===== src/logic/pes_pkg.sv =====
package pes_pkg;

  // ----------------------------------------------------------------
  // Event codes and unit masks
  // ----------------------------------------------------------------
  localparam logic [7:0] EV_THERMAL      = 8'h3B;
  localparam logic [7:0] EV_UNHALTED     = 8'h3C;
  localparam logic [7:0] EV_L1D          = 8'h40;
  localparam logic [7:0] EV_BUS_OUTSTAND = 8'h60;
  localparam logic [7:0] UM_THERMAL      = 8'hC0;
  localparam logic [7:0] UM_CORE         = 8'h00;
  localparam logic [7:0] UM_BUS          = 8'h01;
  localparam logic [7:0] UM_NO_OTHER     = 8'h02;
  localparam logic [7:0] UM_LOAD         = 8'h21;
  localparam logic [7:0] UM_STORE        = 8'h22;

  // ----------------------------------------------------------------
  // Widths and timing
  // ----------------------------------------------------------------
  localparam int        PEND_W         = 4;
  localparam int        INC_W          = 4;
  localparam int        CLK_MHZ        = 100;
  localparam int        SAMPLE_US      = 1000;
  localparam int        SAMPLE_CYCLES  = SAMPLE_US * CLK_MHZ;
  localparam int        TMR_W          = 17;
  localparam logic [TMR_W-1:0] TMR_RST = 17'h00000;

  // ----------------------------------------------------------------
  // Carriers
  // ----------------------------------------------------------------
  typedef struct packed {
    logic [7:0] event_code;
    logic [7:0] unit_mask;
    logic       any_thread_qualifier;
  } pes_sel_t;

  typedef struct packed {
    logic core_halted;
    logic other_core_halted;
    logic bus_clk_tick;
    logic load_cacheable;
    logic store_cacheable;
    logic line_read_issue;
    logic line_read_done;
  } pes_evt_t;

  typedef enum logic [1:0] {
    PES_NORMAL   = 2'b00,
    PES_THROTTLE = 2'b01
  } pes_therm_t;

endpackage : pes_pkg


===== src/logic/pes_event_select.sv =====
`timescale 1ns/1ps
module pes_event_select #(
  parameter int SAMPLE_CYCLES = pes_pkg::SAMPLE_CYCLES
) (
  input  wire logic                      mclk,
  input  wire logic                      rst,
  input  wire pes_pkg::pes_sel_t         sel0,
  input  wire pes_pkg::pes_sel_t         sel1,
  input  wire pes_pkg::pes_evt_t         evt,
  input  wire logic                      temp_above_trip,
  output logic [pes_pkg::INC_W-1:0]      prog_inc0,
  output logic [pes_pkg::INC_W-1:0]      prog_inc1,
  output logic                           core_active_cycles_fixed,
  output logic                           throttle,
  output logic [pes_pkg::PEND_W-1:0]     pending_reads
);

  // ----------------------------------------------------------------
  // Event sources
  // ----------------------------------------------------------------
  logic                      trip_pulse;
  logic [pes_pkg::PEND_W-1:0] pend_reg;
  logic [pes_pkg::PEND_W-1:0] pend_next;
  logic [pes_pkg::INC_W-1:0]  inc0_reg;
  logic [pes_pkg::INC_W-1:0]  inc1_reg;
  logic                       fixed_reg;

  pes_thermal #(
    .SAMPLE_CYCLES (SAMPLE_CYCLES)
  ) u_thermal (
    .mclk            (mclk),
    .rst             (rst),
    .temp_above_trip (temp_above_trip),
    .trip_pulse      (trip_pulse),
    .throttle        (throttle)
  );

  // ----------------------------------------------------------------
  // Halt qualification
  // ----------------------------------------------------------------
  // The bus clock tick is a core-clock pulse, so bus events count
  // ticks rather than core cycles.
  wire core_active  = !evt.core_halted;
  wire bus_active   = evt.bus_clk_tick && core_active;
  wire solo_core    = bus_active && evt.other_core_halted;

  // ----------------------------------------------------------------
  // Pending line read tracking
  // ----------------------------------------------------------------
  // A read issued and completed in one cycle leaves a count that is neither empty nor full unchanged;
  // saturation guards against a wrap if the bus misbehaves.
  wire pend_inc = evt.line_read_issue && !(&pend_reg);
  wire pend_dec = evt.line_read_done && (pend_reg != '0);

  assign pend_next = pend_reg + {{(pes_pkg::PEND_W-1){1'b0}}, pend_inc}
                   - {{(pes_pkg::PEND_W-1){1'b0}}, pend_dec};

  always_ff @(posedge mclk)
  begin
    if (rst)
      pend_reg <= '0;
    else
      pend_reg <= pend_next;
  end

  // ----------------------------------------------------------------
  // Selector decoding
  // ----------------------------------------------------------------
  // A defined code other than the bus queue code with a foreign mask matches
  // nothing, so it counts nothing rather than falling back to a neighbouring event.
  function automatic logic sel_hit(
    input pes_pkg::pes_sel_t s,
    input logic [7:0]        code,
    input logic [7:0]        mask
  );
    return (s.event_code == code) && (s.unit_mask == mask);
  endfunction : sel_hit

  // The bus queue is shared by both threads, so the same total is
  // reported whatever the any-thread qualifier or unit mask says.
  function automatic logic sel_occ(
    input pes_pkg::pes_sel_t s
  );
    return s.event_code == pes_pkg::EV_BUS_OUTSTAND;
  endfunction : sel_occ

  function automatic logic [pes_pkg::INC_W-1:0] pick_inc(
    input logic                       occ,
    input logic                       flag,
    input logic [pes_pkg::PEND_W-1:0] pend
  );
    logic [pes_pkg::INC_W-1:0] r;
    r = {{(pes_pkg::INC_W-1){1'b0}}, flag};
    if (occ)
      r = pes_pkg::INC_W'(pend);
    return r;
  endfunction : pick_inc

  // ----------------------------------------------------------------
  // Counter 0 event selection
  // ----------------------------------------------------------------
  wire                       hit_trip0;
  wire                       hit_core0;
  wire                       hit_bus0;
  wire                       hit_solo0;
  wire                       hit_load0;
  wire                       hit_store0;
  wire                       hit_occ0;
  wire                       flag0;
  wire [pes_pkg::INC_W-1:0]  inc0_next;

  assign hit_trip0  = sel_hit(sel0, pes_pkg::EV_THERMAL,
                              pes_pkg::UM_THERMAL);
  assign hit_core0  = sel_hit(sel0, pes_pkg::EV_UNHALTED,
                              pes_pkg::UM_CORE);
  assign hit_bus0   = sel_hit(sel0, pes_pkg::EV_UNHALTED,
                              pes_pkg::UM_BUS);
  assign hit_solo0  = sel_hit(sel0, pes_pkg::EV_UNHALTED,
                              pes_pkg::UM_NO_OTHER);
  assign hit_load0  = sel_hit(sel0, pes_pkg::EV_L1D,
                              pes_pkg::UM_LOAD);
  assign hit_store0 = sel_hit(sel0, pes_pkg::EV_L1D,
                              pes_pkg::UM_STORE);
  assign hit_occ0   = sel_occ(sel0);

  // Hits are mutually exclusive, so an undefined pair leaves all low.
  assign flag0 = (hit_trip0  && trip_pulse)
              || (hit_core0  && core_active)
              || (hit_bus0   && bus_active)
              || (hit_solo0  && solo_core)
              || (hit_load0  && evt.load_cacheable)
              || (hit_store0 && evt.store_cacheable);
  assign inc0_next = pick_inc(hit_occ0, flag0, pend_reg);

  // ----------------------------------------------------------------
  // Counter 1 event selection
  // ----------------------------------------------------------------
  wire                       hit_trip1;
  wire                       hit_core1;
  wire                       hit_bus1;
  wire                       hit_solo1;
  wire                       hit_load1;
  wire                       hit_store1;
  wire                       hit_occ1;
  wire                       flag1;
  wire [pes_pkg::INC_W-1:0]  inc1_next;

  assign hit_trip1  = sel_hit(sel1, pes_pkg::EV_THERMAL,
                              pes_pkg::UM_THERMAL);
  assign hit_core1  = sel_hit(sel1, pes_pkg::EV_UNHALTED,
                              pes_pkg::UM_CORE);
  assign hit_bus1   = sel_hit(sel1, pes_pkg::EV_UNHALTED,
                              pes_pkg::UM_BUS);
  assign hit_solo1  = sel_hit(sel1, pes_pkg::EV_UNHALTED,
                              pes_pkg::UM_NO_OTHER);
  assign hit_load1  = sel_hit(sel1, pes_pkg::EV_L1D,
                              pes_pkg::UM_LOAD);
  assign hit_store1 = sel_hit(sel1, pes_pkg::EV_L1D,
                              pes_pkg::UM_STORE);
  assign hit_occ1   = sel_occ(sel1);

  assign flag1 = (hit_trip1  && trip_pulse)
              || (hit_core1  && core_active)
              || (hit_bus1   && bus_active)
              || (hit_solo1  && solo_core)
              || (hit_load1  && evt.load_cacheable)
              || (hit_store1 && evt.store_cacheable);
  assign inc1_next = pick_inc(hit_occ1, flag1, pend_reg);

  // ----------------------------------------------------------------
  // Increment registers
  // ----------------------------------------------------------------
  // Registering every increment keeps the counter adders off the
  // decode path, at the cost of one cycle of latency.
  always_ff @(posedge mclk)
  begin
    if (rst)
      inc0_reg <= '0;
    else
      inc0_reg <= inc0_next;
  end

  always_ff @(posedge mclk)
  begin
    if (rst)
      inc1_reg <= '0;
    else
      inc1_reg <= inc1_next;
  end

  always_ff @(posedge mclk)
  begin
    if (rst)
      fixed_reg <= 1'b0;
    else
      fixed_reg <= core_active;
  end

  // ----------------------------------------------------------------
  // Outputs
  // ----------------------------------------------------------------
  assign prog_inc0                = inc0_reg;
  assign prog_inc1                = inc1_reg;
  assign core_active_cycles_fixed = fixed_reg;
  assign pending_reads            = pend_reg;

endmodule : pes_event_select


===== src/logic/pes_thermal.sv =====
`timescale 1ns/1ps
module pes_thermal #(
  parameter int SAMPLE_CYCLES = pes_pkg::SAMPLE_CYCLES
) (
  input  wire logic mclk,
  input  wire logic rst,
  input  wire logic temp_above_trip,
  output logic      trip_pulse,
  output logic      throttle
);

  logic [pes_pkg::TMR_W-1:0] tmr_reg;
  pes_pkg::pes_therm_t       st_reg;
  logic                      trip_reg;
  wire                       sample_now = (tmr_reg == '0);
  wire                       hot        = sample_now && temp_above_trip;
  wire                       cool       = sample_now && !temp_above_trip;

  // ----------------------------------------------------------------
  // Once-per-millisecond temperature sampling
  // ----------------------------------------------------------------
  always_ff @(posedge mclk)
  begin
    if (rst || sample_now)
      tmr_reg <= pes_pkg::TMR_W'(SAMPLE_CYCLES - 1);
    else
      tmr_reg <= tmr_reg - 1'b1;
  end

  always_ff @(posedge mclk)
  begin
    if (rst)
    begin
      st_reg   <= pes_pkg::PES_NORMAL;
      trip_reg <= 1'b0;
    end
    else
    begin
      trip_reg <= 1'b0;
      unique case (st_reg)
        pes_pkg::PES_NORMAL:
          if (hot)
          begin
            st_reg   <= pes_pkg::PES_THROTTLE;
            trip_reg <= 1'b1;
          end
        pes_pkg::PES_THROTTLE:
          if (cool)
            st_reg <= pes_pkg::PES_NORMAL;
        default:
          st_reg <= pes_pkg::PES_NORMAL;
      endcase
    end
  end

  assign trip_pulse = trip_reg;
  assign throttle   = (st_reg == pes_pkg::PES_THROTTLE);

endmodule : pes_thermal


===== config.mk =====
export PLATFORM = sky130hd
export DESIGN_NAME = pes_event_select
export DESIGN_NICKNAME = d
export VERILOG_FILES = /design/src/logic/pes_pkg.sv /design/src/logic/pes_event_select.sv /design/src/logic/pes_thermal.sv
export SDC_FILE = /design/constraint.sdc
export NUM_CORES = 1
export LEC_CHECK = 0
export ABC_AREA = 1
export BUFFER_PORTS_ARGS = -buffer_cell sky130_fd_sc_hd__buf_4
export CAP_MARGIN = 25
export CORE_MARGIN = 2
export CORE_UTILIZATION = 50
export DETAILED_ROUTE_END_ITERATION = 8
export PLACE_DENSITY = 0.89
export SYNTH_ARGS = -nofsm -noshare
export SYNTH_HDL_FRONTEND = slang
export SYNTH_SLANG_ARGS = --single-unit

===== constraint.sdc =====
create_clock -name mclk -period 2 [get_ports mclk]
set_input_delay 0.3 -clock mclk [delete_from_list [all_inputs] [get_ports mclk]]
set_output_delay 0.3 -clock mclk [all_outputs]
set_load 0.005 [all_outputs]

# Yosys cells after proc, flatten, opt, wreduce, memory -nomap -nowiden
# Cells that the tools add are included.
[word_totals] output_inout_bits=14 word_cells=96 inputBits=44 register_bits=33
[classes] n_addsub=3 mux=6 bitwise=3 n_reduce_logical=54 eq_ne=21
[op_table] operator="8-bit by 6-bit equality test with 1-bit output, second input constant" count=8
[op_table] operator="8-bit by 7-bit equality test with 1-bit output, second input constant" count=4
[op_table] operator="1-bit logical AND" count=30
[op_table] operator="17-bit logical NOT" count=1
[op_table] operator="17-bit by 1-bit subtractor with 17-bit output, second input constant" count=1
[op_table] operator="8-bit by 1-bit equality test with 1-bit output, second input constant" count=2
[op_table] operator="8-bit by 2-bit equality test with 1-bit output, second input constant" count=2
[op_table] operator="8-bit equality test, second input constant" count=2
[op_table] operator="8-bit logical NOT" count=2
[op_table] operator="1-bit logical OR" count=11
[op_table] operator="2-bit OR reduction" count=3
[op_table] operator="4-bit by 1-bit adder with 4-bit output" count=1
[op_table] operator="2-bit two-way mux" count=2
[op_table] operator="2-bit by 1-bit != test with 1-bit output, second input constant" count=2
[op_table] operator="2-bit case mux with 2 select lines" count=1
[op_table] operator="4-bit AND reduction" count=1
[op_table] operator="4-bit nonzero test" count=1
[op_table] operator="4-bit by 1-bit subtractor with 4-bit output" count=1
[op_table] operator="1-bit logical NOT" count=3
[op_table] operator="1-bit two-way mux" count=3
[op_table] operator="1-bit inverter" count=3
[op_table] operator="2-bit by 1-bit equality test with 1-bit output, second input constant" count=1
[op_table] operator="2-bit logical NOT" count=1
[op_table] operator="2-bit AND reduction" count=1

# Logic depth before layout (Yosys ltp)
[logic_depth] word_depth=9 ltp_mapped=10 mapped_depth_nobuf=10

# Hierarchy
# Synthesis repeated with hierarchy kept, for this count alone.
[hier_totals] cells_unflattened=294 area_unflattened_um2=1899.3
[by_module_without_submodules] module="pes_event_select" n_inst=1 seq_area_each_um2=260.2 area_each_um2=970.9 cells_each=162
[by_module_without_submodules] module="pes_thermal" n_inst=1 seq_area_each_um2=380.4 area_each_um2=928.4 cells_each=132

# Worst setup path before layout
# Ideal clock, no wire load.
[synth_timing] path_kind="reg-to-reg" from="register pend_reg, in the netlist pending_reads[2]" to="register pend_reg, in the netlist pending_reads[1]" t_required_ps=1891 period_less_slack_ps=1823 path_buffers=0 stages_incl_launch_ff=10 slack_ps=177 setup_ps=109 t_arrival_ps=1714 cell_sequence="dfxtp_1 inv_1 ha_1 a21boi_0 ha_1 inv_1 ha_1 fa_1 inv_1 nor2_1"
[synth_between] elab_chain_len=5 elab_cells_between_ends=7 classes_between="add/sub (2); reduce/logical (5)"
[synth_rtl] element="start: declaration" line="pes_event_select.sv:22" source="logic [pes_pkg::PEND_W-1:0] pend_reg;"
[synth_rtl] element="start signal: assignment" line="pes_event_select.sv:63" source="pend_reg <= pend_next;"
[synth_rtl] element="4-bit AND reduction" line="pes_event_select.sv:52" source="wire pend_inc = evt.line_read_issue && !(&pend_reg);"
[synth_rtl] element="1-bit logical NOT" line="pes_event_select.sv:52"
[synth_rtl] element="1-bit logical AND" line="pes_event_select.sv:52"
[synth_rtl] element="4-bit by 1-bit adder with 4-bit output" line="pes_event_select.sv:55" source="assign pend_next = pend_reg + {{(pes_pkg::PEND_W-1){1'b0}}, pend_inc}"
[synth_rtl] element="4-bit by 1-bit subtractor with 4-bit output *" line="pes_event_select.sv:56" source="- {{(pes_pkg::PEND_W-1){1'b0}}, pend_dec};"
[synth_rtl] element="via pend_next, one bit" line="pes_event_select.sv:23" source="logic [pes_pkg::PEND_W-1:0] pend_next;"
# Mark *: on every way through the listed nets, which the timed path passes. The rest lies on a longest branch.
# A chain may end at the register's enable or synchronous reset.

# Worst setup path after layout
[layout_timing] from="register pend_reg, in the netlist pending_reads[2]" to="register pend_reg, in the netlist pending_reads[2]"
[layout_between] elab_chain_len=5 elab_cells_between_ends=7 classes_between="add/sub (2); reduce/logical (5)"
[layout_rtl] element="4-bit AND reduction" line="pes_event_select.sv:52"
[layout_rtl] element="1-bit logical NOT" line="pes_event_select.sv:52"
[layout_rtl] element="1-bit logical AND" line="pes_event_select.sv:52"
[layout_rtl] element="4-bit by 1-bit adder with 4-bit output" line="pes_event_select.sv:55"
[layout_rtl] element="4-bit by 1-bit subtractor with 4-bit output *" line="pes_event_select.sv:56"
# Mark *: on every way between the ends. The rest lies on a longest branch, timed or not.

==> flow_metrics.tcl <==
set metrics [dict create \
    overflow 0 \
    setup_viol 0 \
    worstSetupPathType "register to register" \
    hold-worst-slack_ns 0.1391 \
    drtPass1Iterations 4 \
    max_freq_mhz 532.6 \
    slew_violations 0 \
    fin_nets 375 \
    syn_nets 313 \
    finalCritPeriodShare 0.9388 \
    ant_nets 0 \
    synth_edf_count 0 \
    worst_slew_pin_slew_ns 0.3409 \
    asyncSetResetFlopFracSynth 0 \
    cts_tree "built" \
    syn2layout_area_growth_pct 29.72 \
    critPathMaxStageDelay_ns 0.38 \
    netlist_area_um2 1789 \
    dieWidth_um 63.82 \
    clk_pin_slew_ns 0.10 \
    wl_per_cell_um 10.87 \
    clkLatencyLatePin_ns 0.34 \
    cp_max_fo 3 \
    seq_area_um2 643.1 \
    syn_inst 260 \
    hp-class "input pin to register" \
    crit_top_cell "ha_1" \
    post-place-ws_ns 0.06566 \
    antenna_found_initial 0 \
    ys_ff_latch 32 \
    fillers 295 \
    final.setup.worst_slack_ns 0.1224 \
    cts_buffer_depth 2 \
    drt_wl_total_mm 4.012 \
    hold_viol 0 \
    vias_per_cell 4.916 \
    synth.largest_area_cell "dfxtp_1" \
    synth_ff_type "dfxtp_1" \
    grt_pass1_wl_mm 7.003 \
    crit_arrival_ns 2.12 \
    r2r_slack_ns 0.12 \
    largest_register_ffs 17 \
    crit_required_ns 2.25 \
    root_buffer "clkbuf_4" \
    layout-drive-gt1-share 0.2477 \
    yosysMostFrequentCell "nor2_1" \
    drv_cap 0 \
    combPwrFrac 0.256 \
    start_util 0.5279 \
    endpoint_kind "register" \
    vdd_drop_max_v 0.0005460 \
    clock-sinks 32 \
    period_minus_slack_ns 1.878 \
    grt_pass1_vias 1729 \
    relSlewSlack 0.7706 \
    rows 21 \
    die_y_um 63.82 \
    grt_max_degree 14 \
    numCtsBuffers 5 \
    p_sw_w 0.0004651 \
    grt_usage 0.2188 \
    coreArea_um2 3390 \
    tns_ns 0 \
    hpwl_mm 3.174 \
    ys_types 33 \
    diodes 0 \
    fin_worst_skew_ns 0.009449 \
    die_area_um2 4073 \
    rsz0062_at_grt "no" \
    status "complete, no violations" \
    internal_power_w 0.001044 \
    yosysWarnings 0 \
    drc 0 \
    synth_seq_area_share 0.3580 \
    worst_path_max_delay_cell "fa_1" \
    swShare 0.3082 \
    leakage_nw 1.121 \
    postSynthAreaPerCell_um2 6.882 \
    p_clk_frac 0.268 \
    synthTopCellsByCount "nor2_1, nand2_1, inv_1" \
    ys_top_cells_by_area "dfxtp_1, nor2_1, nand2_1" \
    synth_top_area_frac 0.3580 \
    crit_path_cell_trace "ha_1 > nand3_1 > nand2_1 > ha_1 > inv_1 > ha_1 > fa_1 > xnor2_1 > nor2_1" \
    p_per_area_nw_per_um2 650.2 \
    ctsHtreeMaxLevel 2 \
    io_pins 58 \
    drt_iter0_drc 56 \
    globalplace.congestion 0.8733 \
    p_seq_frac 0.476 \
    multiInputGateArea_um2 975.9 \
    num_vias 1814 \
    worstSetupStartpointType "register" \
    port_buffers 55 \
]
critical path: cells and delay by family, from the launching register on:
kind                     cells  cell delay (ns)
flip-flops                   1             0.35
buffers and inverters        1             0.04
adder cells (fa/ha/maj)      4             1.04
XOR/XNOR                     1             0.16
AND/OR/NAND/NOR              3             0.20
layout by cell type, fill, tap and decap left out, types with 2 or more instances in the layout:
master,instances
o31ai_1,2
inv_1,41
inv_2,2
o21ai_0,10
buf_4,56
xnor2_1,4
dfxtp_1,30
a21oi_1,13
ha_1,8
nand3_1,16
nand4_1,6
o21ai_1,2
nor3_1,5
nor2_1,51
dfxtp_2,2
nand2_2,3
nand2_1,44
xor2_1,2
nor2_2,3
clkbuf_4,5
power groups by stage:
stage / logic [W] / clock network (W) / registers (W)
after floorplan: 0.000221 / 0 / 0.000721
after global placement: 0.000374 / 0 / 0.000722
after detailed placement: 0.000384 / 0 / 0.000728
after CTS: 0.000388 / 0.000413 / 0.000713
after global routing: 0.000442 / 0.000447 / 0.000725
final: 0.000387 / 0.000404 / 0.000718
routing by layer:
metal | vias to the layer above | track usage | routed length, um
met5 | - | 0 | 0
met3 | 12 | 0.06514 | 186
met4 | 0 | 0.1196 | 126
met1 | 804 | 0.2426 | 1816
li1 | 953 | - | -
met2 | 45 | 0.3724 | 1882
cell families after synthesis:
family / Yosys count / share of synthesized area
flip-flops: 32 / 0.3580
adder cells (fa/ha/maj): 9 / 0.06714
AO/OA/AOI/OAI: 30 / 0.09161
AND/OR/NAND/NOR: 139 / 0.3574
XOR/XNOR: 6 / 0.02937
buffers and inverters: 44 / 0.09650
final timing paths:
check / startpoint / endpoint / cells after the start
max: pending_reads[2] / pending_reads[2] / 9
min: rst / pending_reads[2] / 2
max reg2reg: pending_reads[2] / pending_reads[2] / 9
min reg2reg: u_thermal.tmr_reg[0] / u_thermal.tmr_reg[0] / 1
per-stage QoR:
step | total power (W) | cell area [um2] | std cells | utilization
2_1_floorplan | 0.0009423 | 1789 | 260 | -
3_3_place_gp | 0.001097 | 2256 | 361 | 0.6656
3_5_place_dp | 0.001111 | 2256 | 361 | 0.6656
4_1_cts | 0.001514 | 2318 | 369 | 0.6840
5_1_grt | 0.001614 | 2321 | 369 | 0.6848
6_report | 0.001509 | 2321 | 369 | 0.6848
cell type report:
type	count	area share
clock buffers	7	0.02372
clock inverters	1	0.003234
inverters	43	0.06954
multi-input cells	184	0.4205
flip-flops and latches	32	0.2771
well taps	46	0.02480
repair buffers	56	0.1811
what timing repair did:
item / in CTS / in global routing
gates resized for setup: 0 / 4
buffers inserted: 0 / 0
hold buffers: 0 / 0
setup endpoints to repair: 0 / 3
Power figures use the tool's default switching activity.
